### src/logic/smc_pkg.sv
// smc_pkg: constants and types for the sleep mode controller
package smc_pkg;
  // sleep kind codes
  localparam logic [2:0] KIND_IDLE = 3'h0;
  localparam logic [2:0] KIND_ADC_NR = 3'h1;
  localparam logic [2:0] KIND_PDOWN = 3'h2;
  localparam logic [2:0] KIND_PSAVE = 3'h3;
  localparam logic [2:0] KIND_STBY = 3'h6;
  localparam logic [2:0] KIND_XSTBY = 3'h7;
  // timing, in cycles of the system clock
  localparam int STBY_WAKE_CYC = 6;
  localparam int IRQ_HOLD_CYC = 4;
  localparam int CNT_W = 16;
  localparam logic [CNT_W-1:0] CNT_ZERO = 16'h0000;
  localparam logic [CNT_W-1:0] CNT_ONE = 16'h0001;
  localparam logic [CNT_W-1:0] STBY_WAKE_CNT = CNT_W'(STBY_WAKE_CYC);
  localparam logic [CNT_W-1:0] IRQ_HOLD_CNT = CNT_W'(IRQ_HOLD_CYC);

  typedef enum logic [2:0] {
    SMC_RUN, SMC_SLEEP, SMC_START, SMC_HOLD
  } smc_state_t;

  // clock and oscillator gates, one means running
  typedef struct packed {
    logic cpu_clock;
    logic flash_clock;
    logic io_clock;
    logic converter_clock;
    logic timer_xtal_clock;
    logic main_osc;
    logic timer_osc;
    logic sync_t2_only;
  } smc_gates_t;

  // wake sources presented by the interrupt and reset logic
  typedef struct packed {
    logic any_irq;
    logic ext_pin_irq_a;
    logic ext_pin_irq_b;
    logic pin_a_level;
    logic pin_b_level;
    logic pin_change_irq;
    logic two_wire_port;
    logic timer2_irq;
    logic self_program;
    logic conv_done;
    logic watchdog_irq;
  } smc_wake_t;
endpackage : smc_pkg

### src/logic/smc_top.sv
// smc_top: sleep mode controller with clock gating and wake-up sequencing
// How it works
// [RQ1] sleep entered only when sleep enable is set and sleep instruction runs
// [RQ2] idle stops cpu and flash clocks, others keep running; the code also stops the timer oscillator unless timer 2 is asynchronous
// [RQ3] idle wakes on any enabled interrupt
// [RQ4] converter noise mode halts io, cpu and flash clocks
// [RQ5] entering converter noise mode with converter enabled starts conversion
// [RQ6] converter noise mode wakes only on its listed sources
// [RQ7] timer 2 counts in converter noise mode only on async clock
// [RQ8] power-down stops main oscillator and all generated clocks
// [RQ9] power-down wakes only on watchdog, two-wire match, level or pin change
// [RQ10] outside idle, pin interrupts wake only when set as level
// [RQ11] level wake with level gone wakes without interrupt
// [RQ12] power-down wake waits the reset time-out period
// [RQ13] power-save like power-down, timer 2 wakes if enabled and global enable
// [RQ14] power-save stops timer oscillator or main source per timer 2 clocking
// [RQ15] standby keeps main oscillator running when crystal selected
// [RQ16] standby resumes six cycles after wake
// [RQ17] extended standby is power-save with main oscillator running; the code keeps the main oscillator running only when crystal selected
// [RQ18] extended standby resumes six cycles after wake
// [RQ19] interrupt wake holds cpu four cycles beyond start-up
// [RQ20] no memory is touched, contents survive sleep
// [RQ21] any reset during sleep wakes to the reset vector
// [RQ22] sleep instruction with enable clear is a no-operation
`timescale 1ns/100ps
module smc_top (
  // clock and reset
  input wire logic CLK,
  input wire logic NRST,
  // cpu side
  input wire logic SLEEP_INSN,
  input wire logic SLEEP_ENABLE,
  input wire logic [2:0] SLEEP_KIND_CODE,
  input wire logic GLOBAL_IRQ_EN,
  input wire logic [1:0] TIMER2_IRQ_MASK,
  // configuration
  input wire logic CRYSTAL_SEL,
  input wire logic CONV_ENABLED,
  input wire logic T2_ASYNC,
  input wire logic T2_SYNC,
  input wire logic [15:0] STARTUP_CYCLES,
  // wake and reset sources
  input wire smc_pkg::smc_wake_t WAKE,
  input wire logic SYS_RESET_REQ,
  // outputs
  output smc_pkg::smc_gates_t GATES,
  output logic CPU_HALT,
  output logic CONV_START,
  output logic IRQ_TAKE,
  output logic RESET_VECTOR,
  output logic ASLEEP
);
  smc_pkg::smc_state_t state_r, state_nxt;
  logic [2:0] kind_r;
  logic [15:0] cnt_r, cnt_nxt;
  logic irq_pend_r, irq_pend_nxt;
  smc_pkg::smc_gates_t gates_nxt;
  logic conv_start_nxt, halt_nxt;

  // ----------------------------------------------------------------
  // wake decode
  // ----------------------------------------------------------------
  wire enter = SLEEP_INSN && SLEEP_ENABLE; // RQ1 RQ22
  // codes outside the six modes leave the cpu running
  wire kind_ok = SLEEP_KIND_CODE inside {smc_pkg::KIND_IDLE, smc_pkg::KIND_ADC_NR,
                 smc_pkg::KIND_PDOWN, smc_pkg::KIND_PSAVE, smc_pkg::KIND_STBY,
                 smc_pkg::KIND_XSTBY};
  wire k_idle = kind_r == smc_pkg::KIND_IDLE;
  wire k_adc = kind_r == smc_pkg::KIND_ADC_NR;
  wire k_save = kind_r == smc_pkg::KIND_PSAVE;
  wire k_stby = kind_r == smc_pkg::KIND_STBY;
  wire k_xstby = kind_r == smc_pkg::KIND_XSTBY;
  wire lvl_a = WAKE.ext_pin_irq_a && WAKE.pin_a_level; // RQ10
  wire lvl_b = WAKE.ext_pin_irq_b && WAKE.pin_b_level; // RQ10
  wire async_src = lvl_a || lvl_b || WAKE.pin_change_irq || WAKE.two_wire_port
                   || WAKE.watchdog_irq; // RQ9
  wire t2_wake = WAKE.timer2_irq && (|TIMER2_IRQ_MASK) && GLOBAL_IRQ_EN; // RQ13
  wire adc_src = async_src || WAKE.conv_done || WAKE.self_program
                 || (WAKE.timer2_irq && T2_ASYNC); // RQ6 RQ7
  wire wake_ev = k_idle ? WAKE.any_irq : // RQ3
                 k_adc ? adc_src :
                 (k_save || k_xstby) ? (async_src || t2_wake) : async_src;
  // irq is only delivered if the source still stands at end of start-up
  wire src_irq = wake_ev && !(k_idle && !WAKE.any_irq);
  wire fast_wake = k_stby || k_xstby || k_idle || k_adc; // RQ16 RQ18
  wire [15:0] start_len = fast_wake ? smc_pkg::STBY_WAKE_CNT : STARTUP_CYCLES; // RQ12

  // ----------------------------------------------------------------
  // clock gating per mode
  // ----------------------------------------------------------------
  function automatic smc_pkg::smc_gates_t sleep_gates(input logic [2:0] k, input logic xtal,
      input logic t2a, input logic t2s);
    smc_pkg::smc_gates_t g;
    g = '0;
    case (k)
      smc_pkg::KIND_IDLE: begin // RQ2
        g.io_clock = 1'b1;
        g.converter_clock = 1'b1;
        g.timer_xtal_clock = 1'b1;
        g.main_osc = 1'b1;
        g.timer_osc = t2a;
      end
      smc_pkg::KIND_ADC_NR: begin // RQ4 RQ7
        g.converter_clock = 1'b1;
        g.timer_xtal_clock = t2a;
        g.main_osc = 1'b1;
        g.timer_osc = t2a;
      end
      smc_pkg::KIND_PSAVE: begin // RQ13 RQ14
        g.timer_xtal_clock = t2a;
        g.timer_osc = t2a;
        g.main_osc = t2s;
        g.sync_t2_only = t2s;
      end
      smc_pkg::KIND_STBY: begin // RQ15
        g.main_osc = xtal;
      end
      smc_pkg::KIND_XSTBY: begin // RQ17
        g.timer_xtal_clock = t2a;
        g.timer_osc = t2a;
        g.main_osc = xtal;
        g.sync_t2_only = t2s;
      end
      default: g = '0; // RQ8 power-down
    endcase
    return g;
  endfunction : sleep_gates

  // awake: every clock runs, the timer-only sync path is not in use
  localparam smc_pkg::smc_gates_t ALL_ON = '{sync_t2_only: 1'b0, default: 1'b1};

  // ----------------------------------------------------------------
  // sequencer
  // ----------------------------------------------------------------
  always_comb begin
    state_nxt = state_r;
    cnt_nxt = cnt_r;
    irq_pend_nxt = irq_pend_r;
    gates_nxt = GATES;
    conv_start_nxt = 1'b0;
    halt_nxt = CPU_HALT;
    case (state_r)
      smc_pkg::SMC_RUN: begin
        gates_nxt = ALL_ON;
        halt_nxt = 1'b0;
        if (enter && kind_ok) begin // RQ1
          state_nxt = smc_pkg::SMC_SLEEP;
          gates_nxt = sleep_gates(SLEEP_KIND_CODE, CRYSTAL_SEL, T2_ASYNC, T2_SYNC);
          halt_nxt = 1'b1;
          conv_start_nxt = (SLEEP_KIND_CODE == smc_pkg::KIND_ADC_NR) && CONV_ENABLED; // RQ5
        end
      end
      smc_pkg::SMC_SLEEP: begin
        if (wake_ev) begin
          state_nxt = smc_pkg::SMC_START;
          cnt_nxt = start_len;
          gates_nxt = ALL_ON;
        end
      end
      smc_pkg::SMC_START: begin
        if (cnt_r <= smc_pkg::CNT_ONE) begin
          irq_pend_nxt = src_irq; // RQ11
          if (src_irq) begin
            state_nxt = smc_pkg::SMC_HOLD;
            cnt_nxt = smc_pkg::IRQ_HOLD_CNT; // RQ19
          end else begin
            state_nxt = smc_pkg::SMC_RUN;
            halt_nxt = 1'b0;
          end
        end else begin
          cnt_nxt = cnt_r - smc_pkg::CNT_ONE;
        end
      end
      smc_pkg::SMC_HOLD: begin
        if (cnt_r <= smc_pkg::CNT_ONE) begin
          state_nxt = smc_pkg::SMC_RUN;
          halt_nxt = 1'b0;
        end else begin
          cnt_nxt = cnt_r - smc_pkg::CNT_ONE;
        end
      end
      default: state_nxt = smc_pkg::SMC_RUN;
    endcase
    // reset request overrides all but the conversion start and restarts in run, pulsing the vector only when not already in run
    if (SYS_RESET_REQ) begin // RQ21
      state_nxt = smc_pkg::SMC_RUN;
      gates_nxt = ALL_ON;
      halt_nxt = 1'b0;
      irq_pend_nxt = 1'b0;
      cnt_nxt = smc_pkg::CNT_ZERO;
    end
  end

  // no memory is reset or written here, so contents survive sleep  RQ20
  always_ff @(posedge CLK or negedge NRST) begin
    if (!NRST) begin
      state_r <= smc_pkg::SMC_RUN;
      kind_r <= smc_pkg::KIND_IDLE;
      cnt_r <= smc_pkg::CNT_ZERO;
      irq_pend_r <= 1'b0;
      GATES <= ALL_ON;
      CPU_HALT <= 1'b0;
      CONV_START <= 1'b0;
      IRQ_TAKE <= 1'b0;
      RESET_VECTOR <= 1'b0;
      ASLEEP <= 1'b0;
    end else begin
      state_r <= state_nxt;
      if (state_r == smc_pkg::SMC_RUN && enter)
        kind_r <= SLEEP_KIND_CODE;
      cnt_r <= cnt_nxt;
      irq_pend_r <= irq_pend_nxt;
      GATES <= gates_nxt;
      CPU_HALT <= halt_nxt;
      CONV_START <= conv_start_nxt;
      IRQ_TAKE <= (state_r == smc_pkg::SMC_HOLD) && (state_nxt == smc_pkg::SMC_RUN)
                  && irq_pend_r; // RQ19
      RESET_VECTOR <= SYS_RESET_REQ && (state_r != smc_pkg::SMC_RUN); // RQ21
      ASLEEP <= state_nxt == smc_pkg::SMC_SLEEP;
    end
  end

  // ----------------------------------------------------------------
  // check helpers
  // ----------------------------------------------------------------
  // start-up length counted apart from cnt_r, so the length check does not lean on it
  logic [15:0] start_seen_r;
  always_ff @(posedge CLK or negedge NRST) begin
    if (!NRST) begin
      start_seen_r <= smc_pkg::CNT_ZERO;
    end else if (state_r == smc_pkg::SMC_START) begin
      start_seen_r <= start_seen_r + smc_pkg::CNT_ONE;
    end else begin
      start_seen_r <= smc_pkg::CNT_ZERO;
    end
  end

  // ----------------------------------------------------------------
  // checks
  // ----------------------------------------------------------------
  chk_nop_no_sleep: assert property (@(posedge CLK) disable iff (!NRST) // RQ22
    (state_r == smc_pkg::SMC_RUN && SLEEP_INSN && !SLEEP_ENABLE && !SYS_RESET_REQ)
    |=> state_r == smc_pkg::SMC_RUN) else $error("sleep taken with enable clear");
  chk_idle_gates: assert property (@(posedge CLK) disable iff (!NRST) // RQ2
    (state_r == smc_pkg::SMC_SLEEP && k_idle) |-> (!GATES.cpu_clock && GATES.io_clock))
    else $error("idle gating wrong");
  chk_adc_gates: assert property (@(posedge CLK) disable iff (!NRST) // RQ4
    (state_r == smc_pkg::SMC_SLEEP && k_adc) |-> (!GATES.io_clock && GATES.converter_clock))
    else $error("converter noise gating wrong");
  chk_pdown_gates: assert property (@(posedge CLK) disable iff (!NRST) // RQ8
    (state_r == smc_pkg::SMC_SLEEP && kind_r == smc_pkg::KIND_PDOWN) |-> GATES == '0)
    else $error("power-down clocks running");
  chk_conv_start: assert property (@(posedge CLK) disable iff (!NRST) // RQ5
    (state_r == smc_pkg::SMC_RUN && enter && SLEEP_KIND_CODE == smc_pkg::KIND_ADC_NR
     && CONV_ENABLED && !SYS_RESET_REQ) |=> CONV_START) else $error("no conversion start");
  chk_stby_six: assert property (@(posedge CLK) disable iff (!NRST) // RQ16
    (state_r == smc_pkg::SMC_SLEEP && k_stby && wake_ev && !SYS_RESET_REQ)
    ##1 (!SYS_RESET_REQ)[*6]
    |-> state_r == smc_pkg::SMC_START ##1 state_r != smc_pkg::SMC_START)
    else $error("standby wake not six cycles");
  chk_xstby_six: assert property (@(posedge CLK) disable iff (!NRST) // RQ18
    (state_r == smc_pkg::SMC_SLEEP && k_xstby && wake_ev && !SYS_RESET_REQ)
    ##1 (!SYS_RESET_REQ)[*6]
    |-> state_r == smc_pkg::SMC_START ##1 state_r != smc_pkg::SMC_START)
    else $error("extended standby wake not six cycles");
  chk_pdown_len: assert property (@(posedge CLK) disable iff (!NRST) // RQ12
    (state_r == smc_pkg::SMC_START && state_nxt != smc_pkg::SMC_START && !SYS_RESET_REQ
     && (kind_r == smc_pkg::KIND_PDOWN || k_save) && STARTUP_CYCLES > smc_pkg::CNT_ONE)
    |-> start_seen_r == STARTUP_CYCLES - smc_pkg::CNT_ONE)
    else $error("power-down start-up length wrong");
  chk_hold_four: assert property (@(posedge CLK) disable iff (!NRST) // RQ19
    ($rose(state_r == smc_pkg::SMC_HOLD)) ##1 (!SYS_RESET_REQ)[*3]
    |-> state_r == smc_pkg::SMC_HOLD ##1 state_r == smc_pkg::SMC_RUN)
    else $error("interrupt hold not four cycles");
  chk_reset_vec: assert property (@(posedge CLK) disable iff (!NRST) // RQ21
    (SYS_RESET_REQ && state_r == smc_pkg::SMC_SLEEP) |=> (RESET_VECTOR && !CPU_HALT))
    else $error("reset during sleep not taken");
  chk_edge_ignored: assert property (@(posedge CLK) disable iff (!NRST) // RQ10
    (state_r == smc_pkg::SMC_SLEEP && kind_r == smc_pkg::KIND_PDOWN && !SYS_RESET_REQ
     && !WAKE.pin_change_irq && !WAKE.two_wire_port && !WAKE.watchdog_irq
     && !(WAKE.ext_pin_irq_a && WAKE.pin_a_level) && !(WAKE.ext_pin_irq_b && WAKE.pin_b_level))
    |=> state_r == smc_pkg::SMC_SLEEP) else $error("edge irq woke device");
  chk_psave_gates: assert property (@(posedge CLK) disable iff (!NRST) // RQ14
    (state_r == smc_pkg::SMC_SLEEP && k_save) |-> (GATES.timer_osc == T2_ASYNC
     && GATES.main_osc == T2_SYNC && GATES.sync_t2_only == T2_SYNC && !GATES.io_clock))
    else $error("power-save oscillators wrong");
  chk_stby_osc: assert property (@(posedge CLK) disable iff (!NRST) // RQ15
    (state_r == smc_pkg::SMC_SLEEP && k_stby) |-> (GATES.main_osc == CRYSTAL_SEL
     && !GATES.io_clock && !GATES.timer_osc)) else $error("standby oscillator wrong");
  chk_xstby_osc: assert property (@(posedge CLK) disable iff (!NRST) // RQ17
    (state_r == smc_pkg::SMC_SLEEP && k_xstby) |-> (GATES.main_osc == CRYSTAL_SEL
     && GATES.timer_osc == T2_ASYNC && !GATES.io_clock))
    else $error("extended standby oscillator wrong");
  chk_adc_timer: assert property (@(posedge CLK) disable iff (!NRST) // RQ7
    (state_r == smc_pkg::SMC_SLEEP && k_adc) |-> GATES.timer_xtal_clock == T2_ASYNC)
    else $error("timer 2 clock wrong in converter noise mode");
  chk_pdown_wake: assert property (@(posedge CLK) disable iff (!NRST) // RQ9
    (state_r == smc_pkg::SMC_SLEEP && kind_r == smc_pkg::KIND_PDOWN && !SYS_RESET_REQ
     && (WAKE.pin_change_irq || WAKE.two_wire_port || WAKE.watchdog_irq))
    |=> state_r == smc_pkg::SMC_START) else $error("power-down source did not wake");
  chk_adc_wake: assert property (@(posedge CLK) disable iff (!NRST) // RQ6
    (state_r == smc_pkg::SMC_SLEEP && k_adc && !SYS_RESET_REQ
     && (WAKE.conv_done || WAKE.self_program)) |=> state_r == smc_pkg::SMC_START)
    else $error("converter noise source did not wake");
  chk_idle_wake: assert property (@(posedge CLK) disable iff (!NRST) // RQ3
    (state_r == smc_pkg::SMC_SLEEP && k_idle && !SYS_RESET_REQ && WAKE.any_irq)
    |=> state_r == smc_pkg::SMC_START) else $error("idle interrupt did not wake");
  chk_t2_wake: assert property (@(posedge CLK) disable iff (!NRST) // RQ13
    (state_r == smc_pkg::SMC_SLEEP && (k_save || k_xstby) && !SYS_RESET_REQ
     && WAKE.timer2_irq && GLOBAL_IRQ_EN && (|TIMER2_IRQ_MASK)) |=> state_r == smc_pkg::SMC_START)
    else $error("timer 2 did not wake power-save");
  chk_level_lost: assert property (@(posedge CLK) disable iff (!NRST) // RQ11
    (state_r == smc_pkg::SMC_START && cnt_r <= smc_pkg::CNT_ONE && !wake_ev && !SYS_RESET_REQ)
    |=> (state_r == smc_pkg::SMC_RUN && !CPU_HALT && !IRQ_TAKE))
    else $error("lost level still raised interrupt");
  cov_idle_wake: cover property (@(posedge CLK) state_r == smc_pkg::SMC_SLEEP && k_idle
    ##1 state_r == smc_pkg::SMC_START);
  cov_pdown_wake: cover property (@(posedge CLK) state_r == smc_pkg::SMC_SLEEP
    && kind_r == smc_pkg::KIND_PDOWN ##1 state_r == smc_pkg::SMC_START);
  cov_irq_take: cover property (@(posedge CLK) IRQ_TAKE);
  cov_reset_sleep: cover property (@(posedge CLK) RESET_VECTOR);
  cov_level_lost: cover property (@(posedge CLK) state_r == smc_pkg::SMC_START
    && cnt_r <= smc_pkg::CNT_ONE && !wake_ev);
endmodule : smc_top

### config.mk
export PLATFORM = sky130hd
export DESIGN_NAME = smc_top
export DESIGN_NICKNAME = d
export VERILOG_FILES = /design/src/logic/smc_pkg.sv /design/src/logic/smc_top.sv
export SDC_FILE = /design/constraint.sdc
export NUM_CORES = 1
export LEC_CHECK = 0
export BUFFER_PORTS_ARGS = -buffer_cell sky130_fd_sc_hd__buf_4
export CAP_MARGIN = 40
export CORE_MARGIN = 1.5
export CORE_UTILIZATION = 45
export CTS_BUF_LIST = sky130_fd_sc_hd__clkbuf_2 sky130_fd_sc_hd__clkbuf_4 sky130_fd_sc_hd__clkbuf_8
export CTS_CLUSTER_SIZE = 40
export DETAILED_ROUTE_END_ITERATION = 16
export PLACE_DENSITY = 0.74
export SLEW_MARGIN = 10
export SYNTH_ARGS = -nofsm -noshare
export SYNTH_HDL_FRONTEND = slang
export SYNTH_SLANG_ARGS = --single-unit
### constraint.sdc
create_clock -name CLK -period 4.3 [get_ports CLK]
set_input_delay 0 -clock CLK [delete_from_list [all_inputs] [get_ports CLK]]
set_output_delay 0 -clock CLK [all_outputs]
set_load 0.01 [all_outputs]
==> impl_metrics.ini, run 1 <==
[sta]
fmax_ghz = 0.432
slew_headroom_pct = 50.6
hold_viol_final = 0
finClkSkew_ns = 0.00764
fin_crit_sh_pct = 53.9
maxSlewViolCount = 0
min_period_ns = 2.32
worst_pin_slew_ns = 0.738
setup_total_negative_slack_ns = 0
rsz0062_at_grt = no
setup_viol = 0

[synth]
synthFlopType = dfrtp_1
ys_seq_elements = 35
async_flop_share_pct = 100
seq_area_frac_synth_pct = 41.5
syn_area_per_cell_sq_um = 9.21
synthesis.nets = 275
synth_warnings = 0
yosysUniqueCellTypes = 55
synth_edf_count = 0
syn_area_sq_um = 2130
synth_cells = 231

[drt]
dr.max_layer_used = met4
vias_per_cell = 5.90
wl_per_cell_um = 15.5
finalWirelength_um = 5360
dr_wl_met3_um = 269
firstDrtPassIters = 6
wl_met1_um = 2450
drt_iter0_markers = 162
vias = 2040
ant_nets = 0
drc = 0
wl_met2_um = 2540

[final_layout]
layout_common_cells = buf_4, dfrtp_1, nor2_1, a21oi_1
drive_gt1_share_pct = 27.2
syn2layout_area_growth_pct = 29.6
fillers = 383
fin_nets = 337
finalCoreUtilization_pct = 62.0
layout_commonest_cell = buf_4
diodes = 0

[place]
port-buffer-count = 54
place_congestion = 0.822
dp_hpwl_um = 3740

[setup_path]
endpoint = cnt_r[8]$_DFFE_PN0P_
worstPathRequired_ns = 4.46
r2r_slack_ns = 1.98
end_kind = flop
timing.rr.start = cnt_r[0]$_DFFE_PN0P_
crit_start = cnt_r[0]$_DFFE_PN0P_
cp.arrival_ns = 2.48
path_max_fanout = 21
worst_setup_path_start_kind = flop
reg2regPathDepth = 6
path_class = reg -> reg
r2r-end = cnt_r[8]$_DFFE_PN0P_

[clock_network]
clkSlewWorstSetupHoldPaths_ns = 0.07
post_cts_buffers = 0
clkLatencyLatePin_ns = 0.29
cts.sinks = 35
cts_resized = 0
cts_tree = yes
numCtsBuffers = 5
hold_buffers = 13
ctsHtreeMaxLevel = 2
clockBufferDepth = 2
cts-root-buf = clkbuf_8

[floorplanning]
dieWidth_um = 71.8
die_area_sq_um = 5150
initial_core_util_pct = 47.9
num_rows = 24
dieHeight_um = 71.8
ioPinCount = 55
core_area_sq_um = 4440

[power_and_ir_drop]
power_density_nw_per_um2 = 272
irDropWorstVdd_uv = 189
power.leakage_nw = 1.24

[hold_path]
hold_class = in -> reg

[global_route]
antenna_found_initial = 0
grt_max_degree = 36
gr-usage-all-layers_pct = 23.1
grt.overflow.total = 0
grt_pass1_vias = 1966
grt_pass1_wl_um = 9410

[status]
status = finished, final reports clean

[flow_run]
max-cap-violations = 0
synthesized netlist by cell type (all sizes together) (6+ instances only):
cell    instances  area share [%]
dfstp           6             7.4
nor3            8             2.4
buf             6             1.9
a22oi          10             3.5
nand2          13             2.3
dfrtp          29              34
o32ai           8             3.3
nor4            6             3.5
inv            13             2.3
nand3           9             2.7
a21oi          14             3.3
clkbuf          7             1.2
o21ai          10             2.4
nor2           23             4.1
layout make-up:
class,instances,area (sq um),share of cell area (%)
Clock buffer,5,68.8,2.50
Clock inverter,3,20.0,0.726
Inverter,14,52.6,1.91
Multi-Input combinational cell,169,1120,40.8
Sequential cell,35,883,32.0
Tap cell,52,65.1,2.36
Timing Repair Buffer,68,543,19.7
registers in the layout, summed over array words and instances, names as in the netlist:
signal	cells
ASLEEP	1
cnt_r	16
kind_r	3
irq_pend_r	1
CONV_START	1
CPU_HALT	1
state_r	3
IRQ_TAKE	1
GATES	7
RESET_VECTOR	1
how the worst min path moves through the flow:
stage	depth (start not counted)	end	slack, ns	start
2_1_floorplan	0	ASLEEP$_DFF_PN0_	-0.30	NRST
6_report	3	cnt_r[7]$_DFFE_PN0P_	0.008	STARTUP_CYCLES[7]
4_1_cts	3	cnt_r[3]$_DFFE_PN0P_	0.002	STARTUP_CYCLES[3]
5_1_grt	3	cnt_r[5]$_DFFE_PN0P_	0.02	STARTUP_CYCLES[5]
3_5_place_dp	1	kind_r[0]$_DFFE_PN0P_	-0.02	NRST
3_3_place_gp	1	kind_r[0]$_DFFE_PN0P_	-0.02	NRST
stage by stage:
stage	instances	hold WS, ns	setup slack, ns	power [mW]	cell area [sq um]
2_1_floorplan	231	-0.296	2.26	0.450	2130
4_1_cts	346	0.00186	1.99	0.756	2760
3_5_place_dp	325	-0.0176	2.02	0.511	2540
6_report	346	0.00778	1.98	0.749	2760
3_3_place_gp	324	-0.0180	2.08	0.510	2530
5_1_grt	346	0.0247	1.75	0.795	2760
kinds of logic (layout without fill, tap and decap cells):
logic type / count (synthesis) / in the layout / synth area share, %
buf+inv: 27 / 90 / 5.65
flops: 35 / 35 / 41.5
simple gates: 83 / 83 / 22.4
mux: 5 / 5 / 2.53
other cells: 1 / 1 / 0.176
compound gates: 73 / 73 / 24.5
fa+ha+maj: 2 / 2 / 1.18
xor+xnor: 5 / 5 / 2.06
per-layer routing:
metal  track usage [%]  vias to the layer above
met4              8.60                        0
met3              4.64                       10
met2              34.8                       63
met1              33.0                      969
li1                  -                      998
met5                 0                        -
critical path: stages, from the launching register on:
cell,delay [ns]
dfrtp_1,0.44
inv_1,0.09
ha_1,0.27
o2111ai_2,0.35
o31ai_1,0.12
a211o_2,0.51
o41ai_1,0.41
where the power goes:
part,internal [mW],leakage (nW),switching (mW)
Sequential,0.341,0.458,0.0118
Clock,0.113,0.0402,0.121
Combinational,0.0787,0.743,0.0838
Total,0.533,1.24,0.216
No activity file was read; power rests on OpenSTA's default activity.
==> run 2, diff against run 1 <==
==> constraint.sdc (replaced) <==
create_clock -name CLK -period 2.2 [get_ports CLK]
set_input_delay 0 -clock CLK [delete_from_list [all_inputs] [get_ports CLK]]
set_output_delay 0 -clock CLK [all_outputs]
set_load 0.01 [all_outputs]
==> run 2 against run 1 <==
Fmax grew 13%. First-iteration DRC count up 23%. Worst setup slack worse by 1.8 ns. Wire length increased by 6.9%. Die area unchanged. Highest routed layer unchanged. Final cell count up 3.5%. Hold slack worse by 0.0046 ns. Global-route usage about the same. Design area grew 5.6%.
==> impl_metrics.ini, run 2 (synthesized netlist as in run 1, its figures left out) <==
[place]
place_congestion = 0.820
port-buffer-count = 54
dpl.cell_count = 342
dp_hpwl_um = 4040

[power_and_ir_drop]
clock_power_share_pct = 40.6
pwr-share-comb_pct = 20.3
power_density_nw_per_um2 = 601
swShare_pct = 25.3
power.leakage_nw = 1.34
p_sw_mw = 0.442
irDropWorstVdd_uv = 328
seq_power_share_pct = 39.1
internal_power_mw = 1.31

[setup_path]
path_class = reg -> reg
path_max_fanout = 10
crit_buf_inv = 0
end_kind = flop
crit_slowest_cell = dfrtp_1
critPathTopFamily = simple AND/OR/NAND/NOR gates
worst_setup_path_start_kind = flop
slowest_delay_ns = 0.44
crit_chain = nor4_4, nand3_4, nor3_1, a211o_2, a22oi_1, o22ai_1
cp.arrival_ns = 2.25
worstPathRequired_ns = 2.41

[final_layout]
fillers = 371
reg_top3 = cnt_r x16, GATES x7
largest-register = cnt_r
drive_gt1_share_pct = 33.3
layout_commonest_cell = buf_4
largest_reg_flops = 16
layout.cells.non_filler = 358
syn2layout_area_growth_pct = 36.8
layout_common_cells = buf_4, dfrtp_1, nor2_1, a21oi_1
fin_nets = 349
diodes = 0

[floorplanning]
initial_core_util_pct = 47.9
ioPinCount = 55
dieWidth_um = 71.8
core_area_sq_um = 4440
dieHeight_um = 71.8
num_rows = 24
die_area_sq_um = 5150

[sta]
slew_headroom_pct = 50.1
setup_total_negative_slack_ns = 0
finClkSkew_ns = 0.00442
hold_viol_final = 0
setup_viol = 0
fin_crit_sh_pct = 92.8
fmax_ghz = 0.490
rsz0062_at_grt = yes
worst_pin_slew_ns = 0.746
maxSlewViolCount = 0
min_period_ns = 2.04

[drt]
finalWirelength_um = 5730
vias = 2102
vias_per_cell = 5.87
firstDrtPassIters = 7
wl_per_cell_um = 16.0
drc = 0
ant_nets = 0
drt_iter0_markers = 199

[clock_network]
clkLatencyLatePin_ns = 0.29
clockBufferDepth = 2
cts_tree = yes
post_cts_buffers = 0
ctsHtreeMaxLevel = 2
cts.sinks = 35
cts-root-buf = clkbuf_8
clkSlewWorstSetupHoldPaths_ns = 0.07
numCtsBuffers = 5

[global_route]
grt_max_degree = 36
grt_pass1_vias = 2036
grt_pass1_wl_um = 9300
grt.overflow.total = 0
antenna_found_initial = 0
gr-usage-all-layers_pct = 23.1

[flow_run]
max-cap-violations = 0

[hold_path]
hold_class = in -> reg

[status]
status = finished, final reports clean
## run 2: layer usage
metal	track usage (%)	vias to the layer above	share of wire (%)
li1	-	1018	-
met2	36.7	79	49
met4	8.18	0	1.3
met5	0	-	0
met3	3.38	8	7.0
met1	32.2	997	43
## run 2: final cells by class
class	count	area, sq um	area share (%)
clock buffers	6	76.3	2.62
clock inverters	2	60.1	2.06
inverters	14	52.6	1.81
multi-input cells	170	1160	39.9
flip-flops and latches	35	883	30.4
well taps	52	65.1	2.24
repair buffers	79	611	21.0
## run 2: stage by stage
step	hold WS, ns	setup slack (ns)	utilization, %	power [mW]	cell area, sq um
after floorplan	-0.296	0.163	-	0.880	2130
after global placement	-0.0174	0.158	60.0	1.03	2670
after detailed placement	-0.0106	0.0775	60.0	1.03	2670
after CTS	0.000491	0.0597	64.6	1.74	2870
after global routing	0.00966	-0.0202	65.5	1.81	2910
final	0.00314	0.158	65.5	1.75	2910
## run 2: worst paths after layout
kind / from / endpoint / slack, ns / depth (start not counted)
worst max-delay path: cnt_r[8]$_DFFE_PN0P_ / cnt_r[10]$_DFFE_PN0P_ / 0.16 / 6
worst min-delay path: STARTUP_CYCLES[3] / cnt_r[3]$_DFFE_PN0P_ / 0.003 / 3
worst max register to register: cnt_r[8]$_DFFE_PN0P_ / cnt_r[10]$_DFFE_PN0P_ / 0.16 / 6
worst min register to register: GATES[3]$_DFFE_PN1P_ / GATES[3]$_DFFE_PN1P_ / 0.50 / 2
max in group asynchronous: NRST / GATES[5]$_DFFE_PN1P_ / 1.65 / 2
min in group asynchronous: NRST / cnt_r[1]$_DFFE_PN0P_ / 0.19 / 2
## run 2: tightest hold or removal path: cells and delay by family
kind	cells	cell delay, ns
compound gates	2	0.17
buf+inv	1	0.07
## run 2: power groups by stage
stage,clock network (mW),logic (mW),registers (mW)
floorplan,0,0.183,0.697
global placement,0,0.331,0.695
detailed placement,0,0.334,0.696
CTS,0.712,0.347,0.684
global route,0.730,0.387,0.688
finish,0.711,0.354,0.684
## run 2: timing repair
item / CTS / global route
endpoints found under the setup margin: 0 / 16
resized for setup: 0 / 5
endpoints found under the hold margin: 35 / 0
hold buffers: 7 / 0
==> run 3, diff against run 2 <==
==> constraint.sdc (replaced) <==
create_clock -name CLK -period 2.2 [get_ports CLK]
set_input_delay 0.33 -clock CLK [delete_from_list [all_inputs] [get_ports CLK]]
set_output_delay 0.33 -clock CLK [all_outputs]
set_load 0.01 [all_outputs]
==> run 3 against run 2 <==
Clock power down 13%. First-iteration DRC count grew 4.5%. Power down 5.9%. Non-clock buffer count fell by 6. Largest power group is now sequential cells. Design area shrank 2.8%. The run now ends with hold timing left. Hold slack worse by 0.023 ns. Clock skew is 0.0024 ns higher. Critical endpoint is now cnt_r[12]$_DFFE_PN0P_. Critical path depth rose by 4. Global-route usage grew 0.24 points. Flip-flop and latch count did not move.
==> impl_metrics.ini, run 3 (synthesized netlist as in run 1, its figures left out) <==
[sta]
min_period_ns = 2.05
fmax_ghz = 0.489
hold_viol_final = 29
setup_viol = 0
rsz0062_at_grt = yes
setup_slack_ns = 0.155
finClkSkew_ns = 0.00684
fin_crit_sh_pct = 93.0
setup_total_negative_slack_ns = 0
slew_headroom_pct = 49.6
worst_pin_slew_ns = 0.752
maxSlewViolCount = 0
hold_ws_ns = -0.0199

[final_layout]
layout_common_cells = buf_4, dfrtp_1, nor2_1, a21oi_1, inv_1
layout_commonest_cell = buf_4
diodes = 0
largest-register = cnt_r
final_cell_area_sq_um = 2830
largest_reg_flops = 16
layout.cells.non_filler = 352
fin_nets = 343
drive_gt1_share_pct = 35.0
reg_top3 = cnt_r x16, GATES x7
syn2layout_area_growth_pct = 33.1

[drt]
dr.max_layer_used = met4
firstDrtPassIters = 6
dr_wl_met3_um = 407
wl_per_cell_um = 16.1
vias_per_cell = 5.93
finalWirelength_um = 5680
drc = 0
wl_met2_um = 2660
drt_iter0_markers = 208
ant_nets = 0
vias = 2086
wl_met1_um = 2550

[flow_run]
max-cap-violations = 0

[floorplanning]
dieWidth_um = 71.8
ioPinCount = 55
initial_core_util_pct = 47.9
num_rows = 24
core_area_sq_um = 4440
die_area_sq_um = 5150
dieHeight_um = 71.8

[clock_network]
cts.sinks = 35
clkLatencyLatePin_ns = 0.30
numCtsBuffers = 5
cts-root-buf = clkbuf_8
cts_tree = yes
hold_buffers = 0
clkSlewWorstSetupHoldPaths_ns = 0.08
clockBufferDepth = 2
ctsHtreeMaxLevel = 2

[power_and_ir_drop]
power.leakage_nw = 1.30
irDropWorstVdd_uv = 349
power_density_nw_per_um2 = 581

[place]
postPlaceCellArea_sq_um = 2670
port-buffer-count = 54
dpl.cell_count = 342
place_congestion = 0.820
post-place-ws_ns = 0.0918
dp_hpwl_um = 4000

[global_route]
antenna_found_initial = 0
grt_pass1_wl_um = 9490
grt_max_degree = 36
grt.overflow.total = 0
grt_pass1_vias = 2089
gr-usage-all-layers_pct = 23.3

[setup_path]
cp.arrival_ns = 2.23
end_kind = flop
path_max_fanout = 4
worst_setup_path_start_kind = flop
worstPathRequired_ns = 2.39
path_class = reg -> reg

[status]
status = complete, but fails checks
violations = hold timing

[hold_path]
hold_class = in -> async
## run 3: worst max-delay path: stages, from the launching register on
cell	delay (ns)
dfrtp_1	0.39
inv_1	0.09
ha_2	0.19
buf_4	0.13
nor3b_2	0.15
buf_4	0.15
nand2_2	0.09
nor2_2	0.12
xor2_1	0.17
a22oi_1	0.09
o41ai_1	0.37
## run 3: area by class of cell
class	instances	area, sq um
clock buffer	6	82.6
sequential	35	883
timing repair buffer	73	548
inverter	14	52.6
multi-input combinational	170	1160
tap	52	65.1
clock inverter	2	35.0
fill	385	1610
## run 3: where the power goes
part / leakage [nW] / total (mW) / internal, mW / switching [mW]
combinational: 0.785 / 0.336 / 0.164 / 0.173
sequential: 0.458 / 0.687 / 0.667 / 0.0206
clock: 0.0612 / 0.622 / 0.367 / 0.255
total: 1.30 / 1.65 / 1.20 / 0.448
## run 3: metrics by stage
step,hold WS (ns),total power [mW],utilization [%]
2_1_floorplan,0.0344,0.880,-
3_3_place_gp,0.319,1.02,60.0
3_5_place_dp,0.325,1.03,60.0
4_1_cts,0.00619,1.64,62.6
5_1_grt,0.0235,1.71,63.7
6_report,-0.0199,1.65,63.7
## run 3: what timing repair did
| action | 4_1_cts | 5_1_grt |
|---|---|---|
| endpoints found under the setup margin | 0 | 16 |
| setup buffers | 0 | 1 |
| resized for setup | 0 | 7 |
| hold endpoints to repair | 0 | 0 |
## run 3: metal layers
metal,vias up,track usage [%]
met1,993,33.0
met5,-,0
met4,0,9.22
met3,8,4.50
li1,1006,-
met2,79,35.4
## run 3: worst paths after layout
| check | startpoint | end | slack (ns) | depth (start not counted) |
|---|---|---|---|---|
| max | cnt_r[0]$_DFFE_PN0P_ | cnt_r[12]$_DFFE_PN0P_ | 0.15 | 10 |
| min | NRST | kind_r[0]$_DFFE_PN0P_ | -0.02 | 1 |
| max reg2reg | cnt_r[0]$_DFFE_PN0P_ | cnt_r[12]$_DFFE_PN0P_ | 0.15 | 10 |
| min reg2reg | GATES[2]$_DFFE_PN1P_ | GATES[2]$_DFFE_PN1P_ | 0.51 | 2 |
| max in group asynchronous | NRST | GATES[1]$_DFFE_PN1P_ | 1.87 | 1 |
| min in group CLK | CONV_ENABLED | CONV_START$_DFF_PN0_ | 0.30 | 2 |
